===== src/rtl/pmc_regs.vh =====
// constants for the power mode controller registers and timing
`ifndef PMC_REGS_VH
`define PMC_REGS_VH

// ----------------------------------------------------------------------
// register addresses (own map)
// ----------------------------------------------------------------------
`define PMC_ADDR_W          4
`define PMC_ADDR_POWER_CONTROL_REG       4'h0
`define PMC_ADDR_BANK       4'h1
`define PMC_ADDR_STATUS     4'h2
`define PMC_ADDR_WAKE_EN    4'h3

// ----------------------------------------------------------------------
// power control register fields
// ----------------------------------------------------------------------
`define PMC_POWER_CONTROL_REG_IDLE       0
`define PMC_POWER_CONTROL_REG_PDOWN      1
`define PMC_POWER_CONTROL_REG_RST        8'h00

// ----------------------------------------------------------------------
// bank select register fields
// ----------------------------------------------------------------------
`define PMC_BANK_STANDBY    7
`define PMC_BANK_RST        8'h00

// ----------------------------------------------------------------------
// status register fields
// ----------------------------------------------------------------------
`define PMC_ST_IDLE         0
`define PMC_ST_PDOWN        1
`define PMC_ST_STANDBY      2
`define PMC_ST_OSC_ON       3
`define PMC_ST_AUX_LOST     4

`define PMC_WAKE_EN_RST     8'h00

// ----------------------------------------------------------------------
// timing
// ----------------------------------------------------------------------
`define PMC_CLK_MHZ         200
`define PMC_MCYC_CLKS       12
`define PMC_RST_MCYC        2
`define PMC_RST_CLKS        (`PMC_MCYC_CLKS * `PMC_RST_MCYC)

`endif


===== src/rtl/pmc_power_ctrl.v =====
// power mode controller: idle, power-down and standby clock gating
`timescale 1ns/100ps
`include "pmc_regs.vh"
module pmc_power_ctrl #(
    parameter N_IRQ       = 8,
    parameter SINGLE_PAGE = 1
) (
    input  wire                   clk_in,
    input  wire                   nrst_in,
    input  wire [`PMC_ADDR_W-1:0] addr_in,
    input  wire [7:0]             wdata_in,
    input  wire                   wr_in,
    input  wire                   rd_in,
    output reg  [7:0]             rdata_out,
    input  wire [N_IRQ-1:0]       irq_in,
    input  wire                   ext_irq_level_n_in,
    input  wire                   cmp_irq_in,
    input  wire                   hw_reset_in,
    output reg                    cpu_clk_en_out,
    output reg                    acq_clk_en_out,
    output reg                    disp_clk_en_out,
    output reg                    periph_clk_en_out,
    output reg                    sadc_clk_en_out,
    output reg                    osc_en_out,
    output reg                    hold_state_out,
    output reg                    aux_mem_lost_out,
    output reg                    soft_reset_out,
    output reg                    resume_out
);
    // ------------------------------------------------------------------
    // registers
    // ------------------------------------------------------------------
    reg  [7:0] power_control_reg_q;
    reg  [7:0] power_control_reg_d;
    reg  [7:0] bank_q;
    reg  [7:0] bank_d;
    reg  [7:0] wake_en_q;
    reg  [7:0] wake_en_d;
    reg        aux_lost_q;
    reg        aux_lost_d;
    reg        cpu_clk_en_d;
    reg        acq_clk_en_d;
    reg        disp_clk_en_d;
    reg        periph_clk_en_d;
    reg        sadc_clk_en_d;
    reg        osc_en_d;
    reg        hold_state_d;
    reg        aux_mem_lost_d;
    reg        soft_reset_d;
    reg        resume_d;
    reg  [7:0] rdata_d;
    reg  [7:0] status_word;

    // ------------------------------------------------------------------
    // decodes and mode terms
    // ------------------------------------------------------------------
    wire       wake_idle;
    wire       wake_pdown;
    wire       reset_done;
    wire       wr_power_control_reg;
    wire       wr_bank;
    wire       wr_wake_en;
    wire       rd_status;
    wire       idle_req;
    wire       pdown_req;
    wire       pdown_mode;
    wire       idle_mode;
    wire       standby;
    wire       low_power;
    wire       idle_exit;
    wire       pdown_exit;
    wire       single_page;

    assign wr_power_control_reg     = wr_in & (addr_in == `PMC_ADDR_POWER_CONTROL_REG);
    assign wr_bank     = wr_in & (addr_in == `PMC_ADDR_BANK);
    assign wr_wake_en  = wr_in & (addr_in == `PMC_ADDR_WAKE_EN);
    assign rd_status   = rd_in & (addr_in == `PMC_ADDR_STATUS);
    assign idle_req    = power_control_reg_q[`PMC_POWER_CONTROL_REG_IDLE];
    assign pdown_req   = power_control_reg_q[`PMC_POWER_CONTROL_REG_PDOWN];
    // power-down wins when both request bits are set
    assign pdown_mode  = pdown_req;
    assign idle_mode   = idle_req & ~pdown_req;
    assign low_power   = idle_mode | pdown_mode;
    // multi-page builds tie standby off; the bit still reads back
    assign single_page = (SINGLE_PAGE != 0);
    assign standby     = bank_q[`PMC_BANK_STANDBY] & single_page;
    assign idle_exit   = idle_mode & wake_idle;
    assign pdown_exit  = pdown_mode & wake_pdown;

    // ------------------------------------------------------------------
    // sub blocks
    // ------------------------------------------------------------------
    pmc_wake_detect #(
        .N_IRQ (N_IRQ)
    ) u_wake (
        .clk_in             (clk_in),
        .nrst_in            (nrst_in),
        .irq_in             (irq_in),
        .irq_en_in          (wake_en_q[N_IRQ-1:0]),
        .ext_irq_level_n_in (ext_irq_level_n_in),
        .cmp_irq_in         (cmp_irq_in),
        .wake_idle_out      (wake_idle),
        .wake_pdown_out     (wake_pdown)
    );

    pmc_reset_filter #(
        .CNT_W (5),
        .CLKS  (`PMC_RST_CLKS)
    ) u_rst (
        .clk_in         (clk_in),
        .nrst_in        (nrst_in),
        .hw_reset_in    (hw_reset_in),
        .reset_done_out (reset_done)
    );

    // ------------------------------------------------------------------
    // status word and read data
    // ------------------------------------------------------------------
    always @* begin
        status_word                   = 8'h00;
        status_word[`PMC_ST_IDLE]     = idle_mode;
        status_word[`PMC_ST_PDOWN]    = pdown_mode;
        status_word[`PMC_ST_STANDBY]  = standby;
        status_word[`PMC_ST_OSC_ON]   = ~pdown_mode;
        status_word[`PMC_ST_AUX_LOST] = aux_lost_q;
    end

    // unmapped addresses and idle cycles read as zero
    always @* begin
        rdata_d = 8'h00;
        if (rd_in) begin
            case (addr_in)
                `PMC_ADDR_POWER_CONTROL_REG: begin
                    rdata_d = power_control_reg_q;
                end
                `PMC_ADDR_BANK: begin
                    rdata_d = bank_q;
                end
                `PMC_ADDR_WAKE_EN: begin
                    rdata_d = wake_en_q;
                end
                `PMC_ADDR_STATUS: begin
                    rdata_d = status_word;
                end
                default: begin
                    rdata_d = 8'h00;
                end
            endcase
        end
    end

    // ------------------------------------------------------------------
    // next register values
    // ------------------------------------------------------------------
    always @* begin
        power_control_reg_d    = power_control_reg_q;
        bank_d    = bank_q;
        wake_en_d = wake_en_q;
        if (reset_done) begin
            // registers to defined values, other ram untouched
            power_control_reg_d    = `PMC_POWER_CONTROL_REG_RST;
            bank_d    = `PMC_BANK_RST;
            wake_en_d = `PMC_WAKE_EN_RST;
        end else begin
            if (wr_power_control_reg) begin
                power_control_reg_d = wdata_in;
            end
            if (wr_bank) begin
                bank_d = wdata_in;
            end
            if (wr_wake_en) begin
                wake_en_d = wdata_in;
            end
            // hardware clear wins over a same-cycle software write
            if (idle_exit) begin
                power_control_reg_d[`PMC_POWER_CONTROL_REG_IDLE] = 1'b0;
            end
            if (pdown_exit) begin
                power_control_reg_d[`PMC_POWER_CONTROL_REG_PDOWN] = 1'b0;
                power_control_reg_d[`PMC_POWER_CONTROL_REG_IDLE]  = 1'b0;
            end
            // standby bit is untouched by wake-up, so it persists
        end
    end

    // set side wins when a status read meets power-down
    always @* begin
        aux_lost_d = aux_lost_q;
        if (pdown_mode) begin
            aux_lost_d = 1'b1;
        end else if (rd_status) begin
            aux_lost_d = 1'b0;
        end
    end

    // ------------------------------------------------------------------
    // next output values
    // ------------------------------------------------------------------
    always @* begin
        cpu_clk_en_d    = ~low_power;
        acq_clk_en_d    = ~(low_power | standby);
        disp_clk_en_d   = ~(low_power | standby);
        periph_clk_en_d = ~pdown_mode;
        sadc_clk_en_d   = ~low_power;
        osc_en_d        = ~pdown_mode;
        hold_state_d    = low_power;
        aux_mem_lost_d  = aux_lost_q;
        soft_reset_d    = reset_done;
        // a reset in the wake-up cycle takes precedence over resuming
        resume_d        = (idle_exit | pdown_exit) & ~reset_done;
    end

    // ------------------------------------------------------------------
    // control register flops
    // ------------------------------------------------------------------
    always @(posedge clk_in or negedge nrst_in) begin
        if (!nrst_in) begin
            power_control_reg_q <= `PMC_POWER_CONTROL_REG_RST;
        end else begin
            power_control_reg_q <= power_control_reg_d;
        end
    end

    always @(posedge clk_in or negedge nrst_in) begin
        if (!nrst_in) begin
            bank_q <= `PMC_BANK_RST;
        end else begin
            bank_q <= bank_d;
        end
    end

    always @(posedge clk_in or negedge nrst_in) begin
        if (!nrst_in) begin
            wake_en_q <= `PMC_WAKE_EN_RST;
        end else begin
            wake_en_q <= wake_en_d;
        end
    end

    always @(posedge clk_in or negedge nrst_in) begin
        if (!nrst_in) begin
            aux_lost_q <= 1'b0;
        end else begin
            aux_lost_q <= aux_lost_d;
        end
    end

    // ------------------------------------------------------------------
    // output flops
    // ------------------------------------------------------------------
    // one flop per pin, so no decode glitch ever reaches a clock gate
    always @(posedge clk_in or negedge nrst_in) begin
        if (!nrst_in) begin
            cpu_clk_en_out <= 1'b1;
        end else begin
            cpu_clk_en_out <= cpu_clk_en_d;
        end
    end

    always @(posedge clk_in or negedge nrst_in) begin
        if (!nrst_in) begin
            acq_clk_en_out <= 1'b1;
        end else begin
            acq_clk_en_out <= acq_clk_en_d;
        end
    end

    always @(posedge clk_in or negedge nrst_in) begin
        if (!nrst_in) begin
            disp_clk_en_out <= 1'b1;
        end else begin
            disp_clk_en_out <= disp_clk_en_d;
        end
    end

    always @(posedge clk_in or negedge nrst_in) begin
        if (!nrst_in) begin
            periph_clk_en_out <= 1'b1;
        end else begin
            periph_clk_en_out <= periph_clk_en_d;
        end
    end

    always @(posedge clk_in or negedge nrst_in) begin
        if (!nrst_in) begin
            sadc_clk_en_out <= 1'b1;
        end else begin
            sadc_clk_en_out <= sadc_clk_en_d;
        end
    end

    always @(posedge clk_in or negedge nrst_in) begin
        if (!nrst_in) begin
            osc_en_out <= 1'b1;
        end else begin
            osc_en_out <= osc_en_d;
        end
    end

    always @(posedge clk_in or negedge nrst_in) begin
        if (!nrst_in) begin
            hold_state_out <= 1'b0;
        end else begin
            hold_state_out <= hold_state_d;
        end
    end

    always @(posedge clk_in or negedge nrst_in) begin
        if (!nrst_in) begin
            aux_mem_lost_out <= 1'b0;
        end else begin
            aux_mem_lost_out <= aux_mem_lost_d;
        end
    end

    always @(posedge clk_in or negedge nrst_in) begin
        if (!nrst_in) begin
            soft_reset_out <= 1'b0;
        end else begin
            soft_reset_out <= soft_reset_d;
        end
    end

    always @(posedge clk_in or negedge nrst_in) begin
        if (!nrst_in) begin
            resume_out <= 1'b0;
        end else begin
            resume_out <= resume_d;
        end
    end

    always @(posedge clk_in or negedge nrst_in) begin
        if (!nrst_in) begin
            rdata_out <= 8'h00;
        end else begin
            rdata_out <= rdata_d;
        end
    end
endmodule // pmc_power_ctrl


===== src/rtl/pmc_reset_filter.v =====
// qualifies the external hardware reset: must stand for two machine cycles
`timescale 1ns/100ps
module pmc_reset_filter #(
    parameter CNT_W  = 5,
    parameter CLKS   = 24
) (
    input  wire clk_in,
    input  wire nrst_in,
    input  wire hw_reset_in,
    output reg  reset_done_out
);
    reg [CNT_W-1:0] cnt_q;

    always @(posedge clk_in or negedge nrst_in) begin
        if (!nrst_in) begin
            cnt_q          <= {CNT_W{1'b0}};
            reset_done_out <= 1'b0;
        end else if (!hw_reset_in) begin
            cnt_q          <= {CNT_W{1'b0}};
            reset_done_out <= 1'b0;
        end else if (cnt_q != CLKS[CNT_W-1:0] - 1'b1) begin
            cnt_q          <= cnt_q + 1'b1;
            reset_done_out <= 1'b0;
        end else begin
            // pulses once the reset has been held long enough
            reset_done_out <= ~reset_done_out & (cnt_q == CLKS[CNT_W-1:0] - 1'b1);
            cnt_q          <= cnt_q + 1'b1;
        end
    end
endmodule // pmc_reset_filter


===== src/rtl/pmc_wake_detect.v =====
// wake source detection: enabled interrupts, compare interrupt, external level
`timescale 1ns/100ps
module pmc_wake_detect #(
    parameter N_IRQ = 8
) (
    input  wire             clk_in,
    input  wire             nrst_in,
    input  wire [N_IRQ-1:0] irq_in,
    input  wire [N_IRQ-1:0] irq_en_in,
    input  wire             ext_irq_level_n_in,
    input  wire             cmp_irq_in,
    output reg              wake_idle_out,
    output reg              wake_pdown_out
);
    wire any_irq = |(irq_in & irq_en_in);

    always @(posedge clk_in or negedge nrst_in) begin
        if (!nrst_in) begin
            wake_idle_out  <= 1'b0;
            wake_pdown_out <= 1'b0;
        end else begin
            wake_idle_out  <= any_irq | cmp_irq_in;
            // no clock in power-down, so only a level can be seen
            wake_pdown_out <= ~ext_irq_level_n_in | cmp_irq_in;
        end
    end
endmodule // pmc_wake_detect


===== config.mk =====
export PLATFORM = sky130hd
export DESIGN_NAME = pmc_power_ctrl
export DESIGN_NICKNAME = d
export VERILOG_FILES = /design/src/rtl/pmc_power_ctrl.v /design/src/rtl/pmc_reset_filter.v /design/src/rtl/pmc_wake_detect.v
export VERILOG_INCLUDE_DIRS = /design/src /design/src/rtl
export SDC_FILE = /design/constraint.sdc
export NUM_CORES = 1
export LEC_CHECK = 0
export ABC_AREA = 1
export BUFFER_PORTS_ARGS = -buffer_cell sky130_fd_sc_hd__buf_2
export CORE_ASPECT_RATIO = 0.8
export CORE_UTILIZATION = 58
export DETAILED_ROUTE_END_ITERATION = 6
export PLACE_DENSITY = 0.86
export SETUP_SLACK_MARGIN = 0.1
export SYNTH_ARGS = -nofsm -noshare
export SYNTH_HDL_FRONTEND = slang
export SYNTH_SLANG_ARGS = --single-unit

===== constraint.sdc =====
create_clock -name clk_in -period 3.1 [get_ports clk_in]
set_clock_uncertainty 0.05 [all_clocks]
set_input_delay 0.62 -clock clk_in [delete_from_list [all_inputs] [get_ports clk_in]]
set_output_delay 0.62 -clock clk_in [all_outputs]
set_load 0.02 [all_outputs]

### After elaboration in Yosys (flattened, before gate mapping)

Cells that the tools add are included.

| word-level totals | value |
|---|---|
| register bits | 48 |
| input bits | 27 |
| output and inout bits | 18 |
| word-level logic and storage cells | 67 |

| operators by class | value |
|---|---|
| $add $sub $neg | 1 |
| equal/unequal tests | 5 |
| muxes and demuxes | 15 |
| bitwise logic cells | 20 |
| reduce and logical (&&, ||, !) cells | 8 |

Operator list:

| operator | count |
|---|---|
| 2-to-1 mux 8 bit | 7 |
| one-hot mux 8 bit (4 select lines) | 1 |
| AND 1 bit | 9 |
| AND 8 bit | 1 |
| == test 4 x 2 -> 1 bit (second input constant) | 2 |
| nonzero test 2 bit | 4 |
| OR reduction 8 bit | 1 |
| adder 5 x 1 -> 5 bit (second input constant) | 1 |
| == test 5 bit (second input constant) | 1 |
| 2-to-1 mux 1 bit | 5 |
| 2-to-1 mux 5 bit | 1 |
| inequality test 5 bit (second input constant) | 1 |
| inverter 1 bit | 5 |
| OR 1 bit | 5 |
| == test 4 x 1 -> 1 bit (second input constant) | 1 |
| logical NOT 4 bit | 1 |
| nonzero test 4 bit | 1 |
| nonzero test 3 bit | 1 |
| 2-to-1 mux 2 bit | 1 |

### Logic depth before layout (Yosys ltp)

| depth | value |
|---|---|
| depth after elaboration | 6 |
| depth in mapped cells | 7 |
| depth with buffers taken out | 6 |

### Cells and area by module

A second synthesis with hierarchy kept.

| second synthesis, totals | value |
|---|---|
| cell total of the unflattened synthesis | 244 |
| area total of the unflattened synthesis | 2,227.1 µm² |

By module, submodules not included:

| module | instances | cells each | area an instance (µm²) | seq. area each (µm²) |
|---|---|---|---|---|
| pmc_power_ctrl | 1 | 194 | 1,853.0 | 1,004.7 |
| pmc_reset_filter | 1 | 29 | 251.5 | 150.1 |
| pmc_wake_detect | 1 | 21 | 122.6 | 50.0 |

### Worst setup path after synthesis

Ideal clock, no wire load.

| path | value |
|---|---|
| path type | input -> register |
| from | in addr_in[3] |
| to | reg rdata_out[4] |
| library setup time | 71 ps |
| data arrival time | 1,328 ps |
| required time | 2,979 ps |
| path slack | 1,650 ps |
| stages on the path | 7 |
| path buffers | 2 |
| cells stage by stage | nor2_4 buf_6 buf_6 nand3_1 nand2_1 nor2_1 nor2_1 |

| between the ends | value |
|---|---|
| cells in the longest elaborated chain, start to end | 3 |

Ends and longest elaborated chain:

| what | line | source |
|---|---|---|
| start, declared | pmc_power_ctrl.v:10 | `` input wire [`PMC_ADDR_W-1:0] addr_in, `` |
| == test 4 x 2 -> 1 bit (tied with other cells) | pmc_power_ctrl.v:132 | `case (addr_in)` |
| one-hot mux 8 bit (4 select lines) (*) | pmc_power_ctrl.v:132 |  |
| 2-to-1 mux 8 bit (*) | pmc_power_ctrl.v:131 | `if (rd_in) begin` |
| via rdata_d[4] | pmc_power_ctrl.v:51 | `reg [7:0] rdata_d;` |
| end signal, assigned | pmc_power_ctrl.v:336 | `rdata_out <= rdata_d;` |
| end, declared | pmc_power_ctrl.v:14 | `output reg [7:0] rdata_out,` |

The timed path passes the listed nets; every way through them passes the cells marked *.
A chain may end at the register's enable or synchronous reset.

### Worst setup path in the final report

| path | value |
|---|---|
| from | in addr_in[3] |
| to | reg power_control_reg_q[7] |

| between the ends | value |
|---|---|
| cells in the longest elaborated chain, start to end | 3 |

Ends and longest elaborated chain:

| what | line | source |
|---|---|---|
| logical NOT 4 bit | - |  |
| AND 1 bit | pmc_power_ctrl.v:74 | `` assign wr_power_control_reg = wr_in & (addr_in == `PMC_ADDR_POWER_CONTROL_REG); `` |
| nonzero test 2 bit (no line) | - |  |
| end signal, assigned | pmc_power_ctrl.v:218 | `` power_control_reg_q <= `PMC_POWER_CONTROL_REG_RST; `` |
| end signal, assigned | pmc_power_ctrl.v:220 | `power_control_reg_q <= power_control_reg_d;` |
| end, declared | pmc_power_ctrl.v:33 | `reg [7:0] power_control_reg_q;` |

Every way passes these cells.

==> impl_metrics.json <==
{
  "ys.flop_type": "dfrtp_1",
  "htreeDepth": 2,
  "min_from": "aux_lost_q$_DFFE_PN0P_",
  "synth_top_family_by_area": "simple AND/OR/NAND/NOR gates",
  "wl_met2_um": 1910,
  "path_class": "input port to register",
  "yosysMostFrequentCell": "nand3_1",
  "arrival_ns": 1.85,
  "relSlewSlack_pct": 34.4,
  "peakVddDrop_v": 0.000416,
  "drtIter0Drc": 108,
  "synth.distinct_cells": 24,
  "met1_length_um": 2010,
  "ys_top_cells_by_area": "dfrtp_1, nand3_1, nand2_1",
  "worstMarginPinSlew_ns": 0.985,
  "synth_edf_count": 0,
  "timing.rr.end": "bank_q[1]$_DFFE_PN0P_",
  "viasPerCell": 5.55,
  "drt-pass1-iter-count": 7,
  "holdWs_ns": 0.370,
  "syn_to_final_growth_pct": 13.7,
  "clock_latency_ns": 0.30,
  "syn_nets": 267,
  "port_buffers": 44,
  "grt_util_all_layers_pct": 24.2,
  "holdPathStages": 0,
  "avgRoutedWirePerCell_um": 13.4,
  "drive_gt1_share_pct": 24.7,
  "r2r-start": "u_rst.reset_done_out$_DFF_PN0_",
  "fp.dieArea_mm2": 0.00404,
  "reg2reg_slack_ns": 1.63,
  "syn_area_per_cell_um2": 9.20,
  "post-route-min-period_ns": 1.72,
  "grt_pass1_wl_um": 7260,
  "cts.reportedPaths.clkPinSlew_ns": 0.08,
  "synth_compound_area_share_pct": 7.34,
  "hpwl_um": 3080,
  "overflow": 0,
  "synthAdderAreaFrac_pct": 0.569,
  "antenna_left": 0,
  "finalHoldViolCount": 0,
  "antenna_found_initial": 0,
  "clkSinkCount": 48,
  "io_pins": 45,
  "finalMaxSlewViolations": 0,
  "ys_warn_count": 0,
  "end_kind": "register",
  "die-width_um": 70.8,
  "root_buffer": "clkbuf_8",
  "place.gp.congestion": 0.852,
  "worst-r2r-cell-count": 4,
  "yosysTopAreaCell": "dfrtp_1",
  "synthMuxAreaShare_pct": 0,
  "grt_max_degree": 49,
  "vias": 1782,
  "yosys.area_share.simple_pct": 29.3,
  "start_kind": "input port",
  "numCtsBuffers": 5,
  "holdPathEnd": "aux_mem_lost_out$_DFF_PN0_",
  "num_antenna_cells": 0,
  "finalNonFillerCells": 321,
  "drc_errors": 0,
  "rsz0062_at_grt": "false",
  "async_flop_share_pct": 100,
  "synthCells": 239,
  "post_cts_buffers": 0,
  "route.top_layer_used": "met4",
  "post_cts.resized_instances": 0,
  "synth_top_area_share_pct": 51.2,
  "syn_area_mm2": 0.00220,
  "cts_tree": "done",
  "drv_cap": 0,
  "nFillCells": 284,
  "wirelength_um": 4320,
  "fin_crit_sh_pct": 55.4,
  "fin_setup_tns_ns": 0,
  "core_mm2": 0.00352,
  "cp_max_fo": 31,
  "die_h_um": 57.1,
  "fmax_ghz": 0.582,
  "finalSetupViolCount": 0,
  "ctsHoldBuffers": 0,
  "row_count": 19,
  "cts_max_path_buffers": 2,
  "place_inst": 313,
  "synth_seq_cells": 48,
  "synth_xor_area_share_pct": 0,
  "nets": 306,
  "status": "complete, no violations",
  "route.met3.wl_um": 323,
  "synthTopCellsByCount": "nand3_1, dfrtp_1, nand2_1",
  "grt_pass1_vias": 1553,
  "start_util_pct": 62.5,
  "power.density_mw_per_mm2": 677,
  "yosysSeqAreaShare_pct": 54.8,
  "hp-class": "register to register",
  "worst_ep_required_time_ns": 3.23,
  "leakagePower_uw": 0.00131
}
[area by class of cell]
class	count	area (um^2)	area share, %
multi-input combinational	159	817	32.7
sequential	48	1200	48.2
clock buffer	7	96.3	3.85
tap	42	52.6	2.10
clock inverter	1	30.0	1.20
inverter	19	71.3	2.85
timing repair buffer	45	228	9.11
[metal layers]
layer | up-vias | global-route usage, %
met5 | - | 0
met2 | 72 | 35.4
li1 | 880 | -
met1 | 823 | 34.7
met4 | 0 | 10.9
met3 | 7 | 6.01
[critical path, stage by stage]
cell,delay [ns]
buf_2,0.11
nor2_4,0.55
nand3_4,0.30
nand3_1,0.16
o21ai_0,0.10
[cell usage in the layout (no fill, tap or decap), drive strengths merged]
master  synthesis  final
nor3            2      2
o21ai          25     25
buf            12     45
nand2          39     39
bufinv          0      1
a21oi           3      3
dfrtp          45     45
nand4           3      3
o22ai           1      1
clkbuf          1      7
nand3          64     64
nand3b          1      1
dfstp           3      3
ha              1      1
nor2           20     20
inv            19     19
[state kept, by name, indices dropped and copies added (netlist names)]
name / count
aux_mem_lost_out: 1
osc_en_out: 1
soft_reset_out: 1
bank_q: 8
wake_en_q: 8
u_rst.reset_done_out: 1
resume_out: 1
u_wake.wake_idle_out: 1
disp_clk_en_out: 1
u_rst.cnt_q: 5
power_control_reg_q: 8
hold_state_out: 1
sadc_clk_en_out: 1
rdata_out: 8
u_wake.wake_pdown_out: 1
aux_lost_q: 1
[power breakdown]
group	leakage, uW	internal [uW]	switching, uW	total (uW)
clock network	0.0000645	284	203	488
registers	0.000606	754	90.8	845
logic	0.000643	133	226	359
total	0.00131	1170	520	1690
[worst max-delay path by stage]
stage                     slack, ns                            endpoint  cells after the start       start
after floorplan                1.65              rdata_out[4]$_DFF_PN0_                      7  addr_in[3]
after detailed placement       1.08  power_control_reg_q[7]$_DFFE_PN0P_                      5  addr_in[3]
after CTS                      1.41  power_control_reg_q[7]$_DFFE_PN0P_                      5  addr_in[3]
after global placement         1.16  power_control_reg_q[3]$_DFFE_PN0P_                      5  addr_in[3]
after global routing           1.27  power_control_reg_q[7]$_DFFE_PN0P_                      5  addr_in[3]
final                          1.38  power_control_reg_q[7]$_DFFE_PN0P_                      5  addr_in[3]
[logic make-up (layout without fill, tap and decap cells)]
family,after synthesis,in the layout
adders and majority gates,1,1
AOI/OAI and AO/OA,29,29
buffers and inverters,32,72
DFF,48,48
and+or+nand+nor,129,129
[per-stage QoR]
step	total power, uW	area [um^2]	util [%]	setup slack (ns)
final	1690	2500	71.1	1.38
after global routing	1780	2500	71.1	1.27
after CTS	1700	2500	71.1	1.41
after detailed placement	1210	2370	67.5	1.08
after global placement	1200	2370	67.5	1.16
after floorplan	1100	2200	-	1.65
No activity file was read; power rests on OpenSTA's default activity.
